==> src/vc_bus_pkg.sv <==
// Functional notes
// Refresh request yields refresh cycle, enables
// Simultaneous requests: refresh first, vector next
// Step clock runs, halts during vector wait
// Spare cycles to vector, step pulse each
// Grant acknowledge from grant time window
// Inhibit strap suppresses refresh requests
// Refresh enable drives raster address lines
// Top five address bits give group select
// Bus ack on group with read/ack
// Status, control, column register addresses
// Status read enables data bus driver
// Enabled events set their own flags
// Interrupt asserted while any flag set
// Status write clears flags or fires copy
// Copy pulse holds copier busy low
// Column register reloads counter each retrace
// Column counter zero gives column hit
// Column register top bit enables cursor
// Row register reloads, decrements per line
// Row hit overrides, lights whole line while border blank high
// Latch samples hits each pixel clock
// Map select or enable low blanks cursor
// Flags sticky, events synchronised first
package vc_bus_pkg;
    // Clock and copy pulse timing
    localparam int CLK_PERIOD_NS   = 5;
    localparam int COPY_PULSE_MS   = 6;
    localparam int COPY_PULSE_CYC  = COPY_PULSE_MS * 1000000 / CLK_PERIOD_NS;
    // Step clock half period, width of end-of-cycle step pulse
    localparam int STEP_HALF_CYC   = 2;
    localparam int STEP_PULSE_CYC  = 2;
    // Group decode: upper five address bits
    localparam logic [4:0]  GROUP_MATCH   = 5'h1E;
    // Register byte addresses
    localparam logic [15:0] ADDR_STATUS   = 16'hF740;
    localparam logic [15:0] ADDR_CONTROL  = 16'hF742;
    localparam logic [15:0] ADDR_COLUMN   = 16'hF744;
    localparam logic [15:0] ADDR_ROW      = 16'hF746;
    // Flag and status bit positions
    localparam int FLAG_READY      = 0;
    localparam int FLAG_COPY_DONE  = 1;
    localparam int FLAG_FRAME      = 2;
    localparam int ST_READY_LVL    = 3;
    localparam int ST_BUSY_LVL     = 4;
    localparam int WR_COPY_BIT     = 3;
    localparam int CURSOR_EN_BIT   = 15;
    // Reset values and counter constants
    localparam logic [2:0]  FLAGS_RST     = 3'h0;
    localparam logic [15:0] POS_RST       = 16'h0000;
    localparam logic [14:0] CNT_ONE       = 15'h0001;
    localparam logic [14:0] CNT_ZERO      = 15'h0000;

    // Asynchronous pins, synchronised as one bundle
    typedef struct packed {
        logic [15:0] addr;
        logic [15:0] wdata;
        logic        readCmdN;
        logic        writeCmdN;
        logic        writeSyncAckN;
        logic        refreshRequest;
        logic        vectorCycleRequestN;
        logic        cycleStart;
        logic        grantTimeWindow;
        logic        refreshInhibitStrap;
        logic        vectorUnitReady;
        logic        copierBusyN;
        logic        frameSync;
        logic        cursorPixelClock;
        logic        lineRetraceMarkerN;
        logic        frameRetraceMarkerN;
        logic        lineSync;
        logic        borderBlank;
        logic        mapWriteSelN;
    } pins_t;

    // Owner of the current memory cycle
    typedef enum logic [1:0] {
        CYC_IDLE,
        CYC_REFRESH,
        CYC_VECTOR
    } cycle_t;
endpackage

==> src/display_bus_status_cursor.sv <==
`timescale 1ns/1ps
module display_bus_status_cursor #(
    parameter int COPY_CYCLES = vc_bus_pkg::COPY_PULSE_CYC
) (
    input  wire logic              clk,
    input  wire logic              srst,
    input  wire vc_bus_pkg::pins_t pinsIn,
    input  wire logic [13:0]       refreshAddr,
    output logic [13:0]            rasterAddrOut,
    output logic                   rasterAddrOe,
    output logic                   refreshAddressEnableN,
    output logic                   refreshCycleN,
    output logic                   vectorStepClock,
    output logic                   vectorMemoryEnableN,
    output logic                   vectorGrantAckN,
    output logic                   groupSelectN,
    output logic                   busAckN,
    output logic [15:0]            ioDataOut,
    output logic                   ioDataOe,
    output logic                   interruptN,
    output logic                   copyStartPulseN,
    output logic                   copierBusyOut,
    output logic                   copierBusyOe,
    output logic                   cursorVideo
);
    import vc_bus_pkg::*;

    // Synchroniser stages; stage one read only by stage two
    pins_t  meta_q;
    pins_t  pin_q;
    pins_t  last_q;
    // Arbiter state
    cycle_t cycle_q;
    logic   refPend_q;
    logic [7:0] stepCnt_q;
    logic [7:0] stepDiv_q;
    // Bus side state
    logic [2:0]  flags_q;
    logic [2:0]  intEn_q;
    logic [15:0] column_q;
    logic [15:0] row_q;
    logic [31:0] copyCnt_q;
    // Cursor counters and hits
    logic [14:0] xCnt_q;
    logic [14:0] yCnt_q;
    logic        colHit_q;
    logic        rowHit_q;

    // Compare an address against a register address
    function automatic logic hitAddr(input logic [15:0] a, input logic [15:0] r);
        hitAddr = (a == r);
    endfunction

    // Rising edge of a synchronised bit
    function automatic logic rose(input logic now, input logic was);
        rose = now & ~was;
    endfunction

    // Two-flop synchroniser plus history for edge detection
    always_ff @(posedge clk) begin
        meta_q <= pinsIn;
        pin_q  <= meta_q;
        last_q <= pin_q;
    end

    // Edges and decoded strobes
    logic cycEdge;
    logic refEdge;
    logic vecReq;
    logic grpSel;
    logic wrEdge;
    logic pixEdge;
    logic lineEdge;
    logic readyRise;
    logic busyRise;
    logic frameRise;
    assign cycEdge   = rose(pin_q.cycleStart, last_q.cycleStart);
    // Strap present masks every refresh request
    // strap inhibits refresh
    assign refEdge   = rose(pin_q.refreshRequest, last_q.refreshRequest)
                       & ~pin_q.refreshInhibitStrap;
    assign vecReq    = ~pin_q.vectorCycleRequestN;
    // group range decode
    assign grpSel    = (pin_q.addr[15:11] == GROUP_MATCH);
    assign wrEdge    = rose(last_q.writeCmdN, pin_q.writeCmdN) & grpSel;
    assign pixEdge   = rose(pin_q.cursorPixelClock, last_q.cursorPixelClock);
    assign lineEdge  = rose(pin_q.lineSync, last_q.lineSync);
    // events taken from synchronised edges
    assign readyRise = rose(pin_q.vectorUnitReady, last_q.vectorUnitReady);
    assign busyRise  = rose(pin_q.copierBusyN, last_q.copierBusyN);
    assign frameRise = rose(pin_q.frameSync, last_q.frameSync);

    // Pending refresh; a boundary serves pending and new requests alike,
    // so a request landing on a boundary is not served twice
    always_ff @(posedge clk) begin
        if (srst) begin
            refPend_q <= 1'b0;
        end else if (cycEdge) begin
            refPend_q <= 1'b0;
        end else if (refEdge) begin
            refPend_q <= 1'b1;
        end
    end

    // Memory cycle owner chosen at each cycle boundary
    always_ff @(posedge clk) begin
        if (srst) begin
            cycle_q <= CYC_IDLE;
        end else if (cycEdge) begin
            // refresh gets the cycle
            // refresh before vector
            if (refPend_q || refEdge) begin
                cycle_q <= CYC_REFRESH;
            // spare cycles to vector
            end else if (vecReq) begin
                cycle_q <= CYC_VECTOR;
            end else begin
                cycle_q <= CYC_IDLE;
            end
        end
    end

    // Memory cycle enables and indicators
    always_ff @(posedge clk) begin
        if (srst) begin
            refreshAddressEnableN <= 1'b1;
            refreshCycleN         <= 1'b1;
            vectorMemoryEnableN   <= 1'b1;
            vectorGrantAckN       <= 1'b1;
        end else begin
            // refresh enable and indicator
            refreshAddressEnableN <= ~(cycle_q == CYC_REFRESH);
            refreshCycleN         <= ~(cycle_q == CYC_REFRESH);
            // enable held whole cycle
            vectorMemoryEnableN   <= ~(cycle_q == CYC_VECTOR);
            // ack from grant window
            vectorGrantAckN <= ~((cycle_q == CYC_VECTOR) & pin_q.grantTimeWindow);
        end
    end

    // Refresh address onto raster lines while refreshing
    always_ff @(posedge clk) begin
        if (srst) begin
            rasterAddrOut <= 14'h0000;
            rasterAddrOe  <= 1'b0;
        end else begin
            // refresh address drivers
            rasterAddrOut <= refreshAddr;
            rasterAddrOe  <= (cycle_q == CYC_REFRESH);
        end
    end

    // Step pulse counter: loaded as a vector cycle ends
    always_ff @(posedge clk) begin
        if (srst) begin
            stepCnt_q <= 8'h00;
        // one step per vector cycle
        end else if (cycEdge && cycle_q == CYC_VECTOR) begin
            stepCnt_q <= 8'(STEP_PULSE_CYC);
        end else if (stepCnt_q != 8'h00) begin
            stepCnt_q <= stepCnt_q - 8'h01;
        end
    end

    // Free-running divider for the idle step clock
    always_ff @(posedge clk) begin
        if (srst || stepDiv_q == 8'(STEP_HALF_CYC - 1)) begin
            stepDiv_q <= 8'h00;
        end else begin
            stepDiv_q <= stepDiv_q + 8'h01;
        end
    end

    // Step clock: end pulse, halted while request waits, else free
    always_ff @(posedge clk) begin
        if (srst) begin
            vectorStepClock <= 1'b0;
        end else if (stepCnt_q != 8'h00) begin
            vectorStepClock <= 1'b1;
        // halt until cycle ends
        end else if (vecReq || cycle_q == CYC_VECTOR) begin
            vectorStepClock <= 1'b0;
        end else if (stepDiv_q == 8'(STEP_HALF_CYC - 1)) begin
            vectorStepClock <= ~vectorStepClock;
        end
    end

    // Group select and bus acknowledge
    always_ff @(posedge clk) begin
        if (srst) begin
            groupSelectN <= 1'b1;
            busAckN      <= 1'b1;
        end else begin
            groupSelectN <= ~grpSel;
            // acknowledge on read or sync ack
            busAckN <= ~(grpSel & (~pin_q.readCmdN | ~pin_q.writeSyncAckN));
        end
    end

    // Status word read driver
    always_ff @(posedge clk) begin
        if (srst) begin
            ioDataOut <= 16'h0000;
            ioDataOe  <= 1'b0;
        end else begin
            ioDataOut <= 16'h0000;
            ioDataOut[2:0]          <= flags_q;
            ioDataOut[ST_READY_LVL] <= pin_q.vectorUnitReady;
            ioDataOut[ST_BUSY_LVL]  <= pin_q.copierBusyN;
            // read command with status address
            ioDataOe <= ~pin_q.readCmdN & grpSel & hitAddr(pin_q.addr, ADDR_STATUS);
        end
    end

    // Control and cursor position registers
    always_ff @(posedge clk) begin
        if (srst) begin
            intEn_q  <= FLAGS_RST;
            column_q <= POS_RST;
            row_q    <= POS_RST;
        end else if (wrEdge) begin
            // R10 register write decode
            if (hitAddr(pin_q.addr, ADDR_CONTROL)) begin
                intEn_q <= pin_q.wdata[2:0];
            end
            // column load strobe
            // top bit is cursor enable
            if (hitAddr(pin_q.addr, ADDR_COLUMN)) begin
                column_q <= pin_q.wdata;
            end
            // row load strobe
            if (hitAddr(pin_q.addr, ADDR_ROW)) begin
                row_q <= pin_q.wdata;
            end
        end
    end

    // Sticky flags; a set in the clearing cycle survives
    logic       statWr;
    logic [2:0] flagSet;
    logic [2:0] flagClr;
    assign statWr  = wrEdge & hitAddr(pin_q.addr, ADDR_STATUS);
    // enabled event sets flag
    assign flagSet = intEn_q & {frameRise, busyRise, readyRise};
    // data bits pick clears
    assign flagClr = statWr ? pin_q.wdata[2:0] : 3'h0;
    always_ff @(posedge clk) begin
        if (srst) begin
            flags_q <= FLAGS_RST;
        end else begin
            // sticky until cleared
            flags_q <= (flags_q & ~flagClr) | flagSet;
        end
    end

    // Interrupt output
    always_ff @(posedge clk) begin
        if (srst) begin
            interruptN <= 1'b1;
        end else begin
            // any flag interrupts
            interruptN <= ~(|flags_q);
        end
    end

    // Copy one-shot; retrigger restarts the full width
    always_ff @(posedge clk) begin
        if (srst) begin
            copyCnt_q <= 32'h00000000;
        // data bit fires one-shot
        end else if (statWr && pin_q.wdata[WR_COPY_BIT]) begin
            copyCnt_q <= 32'(COPY_CYCLES);
        end else if (copyCnt_q != 32'h00000000) begin
            copyCnt_q <= copyCnt_q - 32'h00000001;
        end
    end

    // Copy pulse and busy hold-down while one-shot runs
    always_ff @(posedge clk) begin
        if (srst) begin
            copyStartPulseN <= 1'b1;
            copierBusyOut   <= 1'b0;
            copierBusyOe    <= 1'b0;
        end else begin
            // start pulse, busy held low
            copyStartPulseN <= ~(copyCnt_q != 32'h00000000);
            copierBusyOut   <= 1'b0;
            copierBusyOe    <= (copyCnt_q != 32'h00000000);
        end
    end

    // Column counter: reload in retrace, count pixels
    always_ff @(posedge clk) begin
        if (srst) begin
            xCnt_q   <= CNT_ZERO;
            colHit_q <= 1'b0;
        // reload each line retrace
        end else if (~pin_q.lineRetraceMarkerN) begin
            xCnt_q   <= column_q[14:0];
            colHit_q <= 1'b0;
        end else if (pixEdge) begin
            // one pixel hit at zero
            colHit_q <= (xCnt_q == CNT_ONE);
            if (xCnt_q != CNT_ZERO) begin
                xCnt_q <= xCnt_q - CNT_ONE;
            end
        end
    end

    // Row counter: reload in frame retrace, count lines
    always_ff @(posedge clk) begin
        if (srst) begin
            yCnt_q   <= CNT_ZERO;
            rowHit_q <= 1'b0;
        // reload in frame retrace
        end else if (~pin_q.frameRetraceMarkerN) begin
            yCnt_q   <= row_q[14:0];
            rowHit_q <= 1'b0;
        end else if (lineEdge) begin
            // hit lasts one whole line
            rowHit_q <= (yCnt_q == CNT_ONE);
            if (yCnt_q != CNT_ZERO) begin
                yCnt_q <= yCnt_q - CNT_ONE;
            end
        end
    end

    // Cursor latch, sampled on cursor pixel clock
    always_ff @(posedge clk) begin
        if (srst) begin
            cursorVideo <= 1'b0;
        // held off without enables
        end else if (pin_q.mapWriteSelN || !column_q[CURSOR_EN_BIT]) begin
            cursorVideo <= 1'b0;
        end else if (pixEdge) begin
            // column or bordered row
            // row overrides column
            cursorVideo <= colHit_q | (rowHit_q & pin_q.borderBlank);
        end
    end
endmodule

==> config.mk <==
export PLATFORM = sky130hd
export DESIGN_NAME = display_bus_status_cursor
export DESIGN_NICKNAME = d
export VERILOG_FILES = /design/src/vc_bus_pkg.sv /design/src/display_bus_status_cursor.sv
export SDC_FILE = /design/constraint.sdc
export NUM_CORES = 1
export LEC_CHECK = 0
export ABC_AREA = 1
export BUFFER_PORTS_ARGS = -buffer_cell sky130_fd_sc_hd__buf_2
export CAP_MARGIN = 20
export CORE_MARGIN = 3
export CORE_UTILIZATION = 40
export CTS_CLUSTER_SIZE = 20
export DETAILED_ROUTE_END_ITERATION = 8
export GPL_TIMING_DRIVEN = 0
export SYNTH_ARGS = -nofsm -noshare
export SYNTH_HDL_FRONTEND = slang
export SYNTH_SLANG_ARGS = --single-unit
==> constraint.sdc <==
create_clock -name clk -period 1.62 [get_ports clk]
set_clock_uncertainty 0.05 [all_clocks]
set_input_delay 0.486 -clock clk [delete_from_list [all_inputs] [get_ports clk]]
set_output_delay 0.486 -clock clk [all_outputs]
set_load 0.05 [all_outputs]
==> summary.txt, run 1 <==
Status
  – Outcome: complete, but fails checks
  – Failing checks: setup timing

Detailed routing
  – DR pass1 iterations: 5
  – Routed WL: 22100 um
  – Detail Route Antenna Nets: 0
  – Met1 WL: 10300 um
  – Vias: 7954
  – DR WL met3: 809 um
  – Wire length on met2: 10500 um
  – DRC viols: 0
  – WL/cell: 12.4 um
  – Top Metal Used: met4
  – Vias per inst: 4.45
  – Drt initial violations: 388

Clocking
  – Total CTS buffers: 27
  – Skew-Pair Late Insertion Delay: 540 ps
  – Root buffer cell: clkbuf_16
  – CTS max path bufs: 3
  – TritonCTS clock tree: built
  – Clk sinks: 257
  – Clk slew on worst S/H paths: 60 ps
  – Htree depth: 1

Critical path
  – Critical path cell sequence: buf_6, buf_8
  – WP depth: 2
  – Top Family by Delay on Critical Path: flip-flops
  – Reg2reg start: pin_q[48]
  – WP data required: 1080 ps
  – Critical path startpoint: refreshCycleN
  – Critical Path AT: 1110 ps
  – Register-to-register setup slack: 20 ps
  – End of the critical path: refreshCycleN
  – Number of buffers and inverters on the critical path: 2
  – Critical path endpoint category: output pin
  – Crit-path max FO: 2
  – Crit Path Category: flip-flop to output pin
  – FF-to-FF path depth: 11
  – Crit-path slowest cell: dfxtp_2
  – Startpoint Class: flip-flop
  – Reg2reg end: column_q[2]
  – CP max stage delay: 320 ps

Layout
  – Final Net Count: 1522
  – Syn-to-layout area delta: 31.6%
  – Inserted Diodes: 0
  – Fillers: 2208
  – Layout Cells excl Fill: 1788
  – Layout cells sized above 1: 19.7%

Floorplanning
  – Die Height: 162 um
  – Row Count: 56
  – Core area: 0.0236 mm2
  – DIE AREA: 0.0261 mm2
  – Initial core utilization: 41.0%
  – # IOs: 109
  – Die Width: 162 um

Global routing
  – GRT Overall Usage: 16.5%
  – Antenna violations before repair: 0
  – Global-route wire length before repair: 36000 um
  – Largest net degree at the start of global routing: 15
  – Vias in the first global route: 7544
  – Overflow after GRT: 0

STA
  – Final Max Slew Viols: 0
  – Final Cycle Share: 101%
  – Min cycle time layout: 1640 ps
  – Count of final setup violators: 1
  – Worst Tran Pin Value: 790 ps
  – Final hold violations: 0
  – Setup_tns: -21.5 ps
  – Max Clk Rate: 609 MHz
  – Final setup margin: -21.5 ps
  – RSZ-0062 raised after global routing: yes
  – Normalized max-slew margin: 47.4%

Synth
  – Sequential area share after synthesis: 53.2%
  – Flops & latches, synth: 257
  – Mapped Cells: 1245
  – Area of the mapped netlist: 0.00968 mm2
  – Yosys warning count: 0
  – Mapped Avg Cell Area: 7.77 um2
  – Unique masters post-synth: 42

Power
  – Leakage power: 5.94 nW
  – PwrDens: 1600 mW/mm2
  – Power Total: 0.0204 W
  – Peak supply drop: 0.964 mV

Placed design
  – Number of cells after detailed placement: 1671
  – Routability cong.: 0.876
  – Worst slack at placement: -547 ps
  – Number of port buffers: 96
  – Post-DP HPWL: 15300 um

Min path
  – Worst hold path class: primary input to flip-flop

Run
  – Max_cap viols: 0
-- cell usage after synthesis, drive strengths merged --
library cell  number  area, um2
nor3b              3       22.5
o211ai             3       22.5
nand4             13       87.6
clkbuf            14       52.6
ha                 9        113
o31ai              1       7.51
a21oi             45        236
dfxtp            257       5140
clkinv             4       25.0
a2111oi            1       8.76
o21ai             26        130
nand3b            10       75.1
or2                5       31.3
xnor2             20        175
and2               1       6.26
nor3              11       71.3
nor2             274       1100
buf               27        205
o32ai              1       8.76
nand3             60        310
nand2            328       1290
o21bai             4       30.0
xor2               8       70.1
conb               1       3.75
inv              118        443
nor4               1       6.26
-- worst min path at each step --
stage | start | depth (start not counted) | end | slack [ps]
2_1_floorplan | meta_q[0] | 0 | pin_q[0] | 260
3_3_place_gp | meta_q[8] | 0 | pin_q[8] | 260
3_5_place_dp | meta_q[17] | 0 | pin_q[17] | 260
4_1_cts | refreshAddr[11] | 3 | rasterAddrOut[11] | 70
5_1_grt | refreshAddr[12] | 3 | rasterAddrOut[12] | 90
6_report | refreshAddr[11] | 3 | rasterAddrOut[11] | 90
-- per-layer routing --
layer	vias to the layer above	global-route usage [%]
met5	-	0
met4	0	4.34
met3	31	2.92
met2	121	28.3
met1	3568	21.6
li1	4234	-
-- cell type report --
cell class,instances,area [um2],area share [%]
Buffer,41,293,2.30
Sequential cell,257,5160,40.5
Clock inverter,12,255,2.00
Multi-Input combinational cell,837,4150,32.6
Tap cell,319,399,3.13
Clock buffer,38,757,5.94
Inverter,122,472,3.70
Timing Repair Buffer,162,1250,9.81
-- through the flow --
stage / util (%) / area (um2) / hold WS (ps)
2_1_floorplan: - / 9720 / 260
3_3_place_gp: 44.9 / 10600 / 261
3_5_place_dp: 44.9 / 10600 / 262
4_1_cts: 52.1 / 12300 / 66.6
5_1_grt: 54.0 / 12700 / 88.0
6_report: 54.0 / 12700 / 94.1
-- cell usage in the layout, fill, tap and decap left out, types with 5 or more instances in the layout --
| master | count |
|---|---|
| xor2_1 | 8 |
| nand2_4 | 8 |
| nand3b_1 | 10 |
| nor3_1 | 8 |
| nor2_1 | 236 |
| nand2_1 | 296 |
| ha_1 | 6 |
| nand2_2 | 21 |
| clkbuf_1 | 20 |
| buf_4 | 49 |
| nor2_4 | 11 |
| dfxtp_2 | 5 |
| clkbuf_16 | 28 |
| conb_1 | 12 |
| dfxtp_1 | 249 |
| a21oi_1 | 42 |
| bufinv_16 | 7 |
| nor2_2 | 26 |
| inv_1 | 114 |
| dlygate4sd3_1 | 49 |
| buf_6 | 17 |
| xnor2_1 | 20 |
| nand3_1 | 55 |
| or2_2 | 5 |
| nand4_1 | 12 |
| buf_8 | 5 |
| o21ai_0 | 25 |
| buf_2 | 67 |
-- state kept, by name (all words and copies together) (netlist names), 2 cells and up --
register	cells
column_q	16
copyCnt_q	32
cycle_q	2
flags_q	3
intEn_q	3
ioDataOut	5
last_q	8
meta_q	49
pin_q	49
rasterAddrOut	14
row_q	15
stepCnt_q	8
stepDiv_q	8
xCnt_q	15
yCnt_q	15
-- worst register-to-register path, cell delays in order, from the launching register on --
cell and delay [ps]:
dfxtp_1 300, inv_1 40, nor2_2 140, nand2_4 90
nor2_4 160, nand2_4 90, nor3_4 170, buf_6 160
clkbuf_16 150, nand2_2 40, nand2_1 60, nor2_1 50
-- cell families (layout without fill, tap and decap cells) --
| kind of cell | count (synthesis) | in the layout | share of synthesized area, % |
|---|---|---|---|
| and+or+nand+nor | 706 | 707 | 31.0 |
| DFF | 257 | 257 | 53.2 |
| buffers and inverters | 163 | 375 | 7.50 |
| AOI/OAI and AO/OA | 81 | 81 | 4.59 |
| xor gates and xnor gates | 28 | 28 | 2.53 |
| adders and majority gates | 9 | 9 | 1.16 |
| other | 1 | 12 | 0.0387 |
-- power breakdown --
group	switching (W)	internal (W)	leakage [nW]
registers	0.000525	0.00698	2.13
clock network	0.00254	0.00439	0.487
logic	0.00373	0.00225	3.32
total	0.00679	0.0136	5.94
-- repair_timing --
action	CTS	global route
gates cloned	0	3
endpoints found under the hold margin	49	0
buffers inserted	1	14
gates resized for setup	59	95
pin swaps	4	21
setup endpoints to repair	105	112
hold buffers	49	0
No activity file was read; power rests on OpenSTA's default activity.
==> inputs of run 2 (changes only) <==
--- a/config.mk
+++ b/config.mk
@@ -13,6 +13,7 @@
 export CTS_CLUSTER_SIZE = 20
 export DETAILED_ROUTE_END_ITERATION = 8
 export GPL_TIMING_DRIVEN = 0
+export RECOVER_POWER = 100
 export SYNTH_ARGS = -nofsm -noshare
 export SYNTH_HDL_FRONTEND = slang
 export SYNTH_SLANG_ARGS = --single-unit
==> summary.txt, run 2 (synthesis gave the netlist of run 1 again) <==
Critical path
  – Crit-path slowest cell: dfxtp_2
  – Crit-path max FO: 2
  – Startpoint Class: flip-flop
  – Number of buffers and inverters on the critical path: 2
  – Top Family by Delay on Critical Path: flip-flops
  – Critical path cell sequence: buf_6, buf_8
  – CP max stage delay: 320 ps
  – Crit Path Category: flip-flop to output pin
  – Critical Path AT: 1110 ps
  – Critical path endpoint category: output pin
  – WP data required: 1080 ps
  – Critical path startpoint: refreshCycleN
  – Reg2reg start: pin_q[48]

Power
  – Leakage power: 5.93 nW
  – Part of the power in registers: 36.8%
  – Power Total: 0.0204 W
  – Net switching power: 0.00679 W
  – Int Power: 0.0136 W
  – PwrDens: 1600 mW/mm2
  – Comb pwr share: 29.3%
  – Clk pwr share: 33.9%
  – Switching part of the total: 33.3%
  – Peak supply drop: 0.964 mV

Run
  – Max_cap viols: 0

Placed design
  – Number of port buffers: 96
  – Post-DP HPWL: 15300 um
  – Worst slack at placement: -547 ps
  – Routability cong.: 0.876

STA
  – Final Max Slew Viols: 0
  – Final hold violations: 0
  – Normalized max-slew margin: 47.4%
  – RSZ-0062 raised after global routing: yes
  – Hold Slack: 94.1 ps
  – Final setup margin: -22.0 ps
  – Min cycle time layout: 1640 ps
  – Setup_tns: -22.0 ps
  – Worst Tran Pin Value: 790 ps
  – Count of final setup violators: 1
  – Max Clk Rate: 609 MHz
  – Final Cycle Share: 101%

Layout
  – Syn-to-layout area delta: 31.6%
  – Final Net Count: 1522
  – Most common cell after layout, fill and taps aside: nand2_1
  – Register area: 0.00516 mm2
  – Top Registers: meta_q x49, pin_q x49, copyCnt_q x32
  – Layout cells sized above 1: 19.7%
  – Area of the multi-input gates: 0.00415 mm2
  – Most frequent cells in the layout: 296 x nand2_1, 249 x dfxtp_1, 236 x nor2_1
  – Inserted Diodes: 0
  – Fillers: 2208

Clocking
  – Total CTS buffers: 27
  – Clk sinks: 257
  – Skew-Pair Late Insertion Delay: 540 ps
  – TritonCTS clock tree: built
  – Htree depth: 1
  – CTS max path bufs: 3
  – Clk slew on worst S/H paths: 60 ps
  – Root buffer cell: clkbuf_16

Global routing
  – Largest net degree at the start of global routing: 15
  – Global-route wire length before repair: 36000 um
  – Overflow after GRT: 0
  – Antenna violations before repair: 0
  – Vias in the first global route: 7544
  – GRT Overall Usage: 16.5%

Detailed routing
  – Detail Route Antenna Nets: 0
  – Drt initial violations: 388
  – Vias per inst: 4.45
  – DR pass1 iterations: 4
  – Vias: 7958
  – Routed WL: 22100 um
  – WL/cell: 12.4 um
  – DRC viols: 0

Floorplanning
  – Die Height: 162 um
  – Core area: 0.0236 mm2
  – Row Count: 56
  – Die Width: 162 um
  – Initial core utilization: 41.0%
  – DIE AREA: 0.0261 mm2
  – # IOs: 109

Status
  – Outcome: complete, but fails checks
  – Failing checks: setup timing

Min path
  – Worst hold path class: primary input to flip-flop
  – Hold path start: refreshAddr[11]
run 2: layout make-up:
cell class                      instances  share of cell area, %
Timing Repair Buffer                  162                   9.80
Clock inverter                         12                   2.00
Inverter                              122                   3.70
Multi-Input combinational cell        837                   32.6
Buffer                                 41                   2.30
Tap cell                              319                   3.13
Sequential cell                       257                   40.5
Clock buffer                           38                   5.94
run 2: routing by layer:
metal / share of wire, % / GRT usage, % / up-vias
li1: - / - / 4236
met2: 47 / 28.3 / 123
met1: 47 / 21.6 / 3568
met5: 0 / 0 / -
met3: 3.7 / 2.92 / 31
met4: 2.2 / 4.34 / 0
run 2: metrics by stage:
stage          util (%)  std cells  instance area [um2]
4_1_cts            52.1       1771                12300
3_3_place_gp       44.9       1671                10600
2_1_floorplan         -       1256                 9720
5_1_grt            54.0       1788                12700
3_5_place_dp       44.9       1671                10600
6_report           54.0       1788                12700
run 2: worst min-delay path: cells and delay by family:
| kind | cells | cell delay, ps |
|---|---|---|
| and+or+nand+nor | 1 | 60 |
| buffers and inverters | 2 | 100 |
run 2: timing repair:
action,CTS,global route
gates cloned,0,3
setup buffers,1,14
pin swaps,4,21
setup endpoints to repair,105,112
hold endpoints to repair,49,0
resized for setup,59,95
hold buffers,49,0
run 2: path summary, 6_finish.rpt:
check | endpoint | slack (ps) | cells after the start
worst max-delay path | refreshCycleN | -20 | 2
worst min-delay path | rasterAddrOut[11] | 90 | 3
worst max register to register | column_q[2] | 20 | 11
worst min register to register | pin_q[45] | 270 | 0
run 2: power groups by stage:
stage	Clock [W]	Combinational, W	Sequential, W
after floorplan	0	0.00410	0.00761
after global placement	0	0.00526	0.00755
after detailed placement	0	0.00532	0.00757
after CTS	0.00710	0.00555	0.00744
after global routing	0.00735	0.00695	0.00759
final	0.00693	0.00598	0.00751
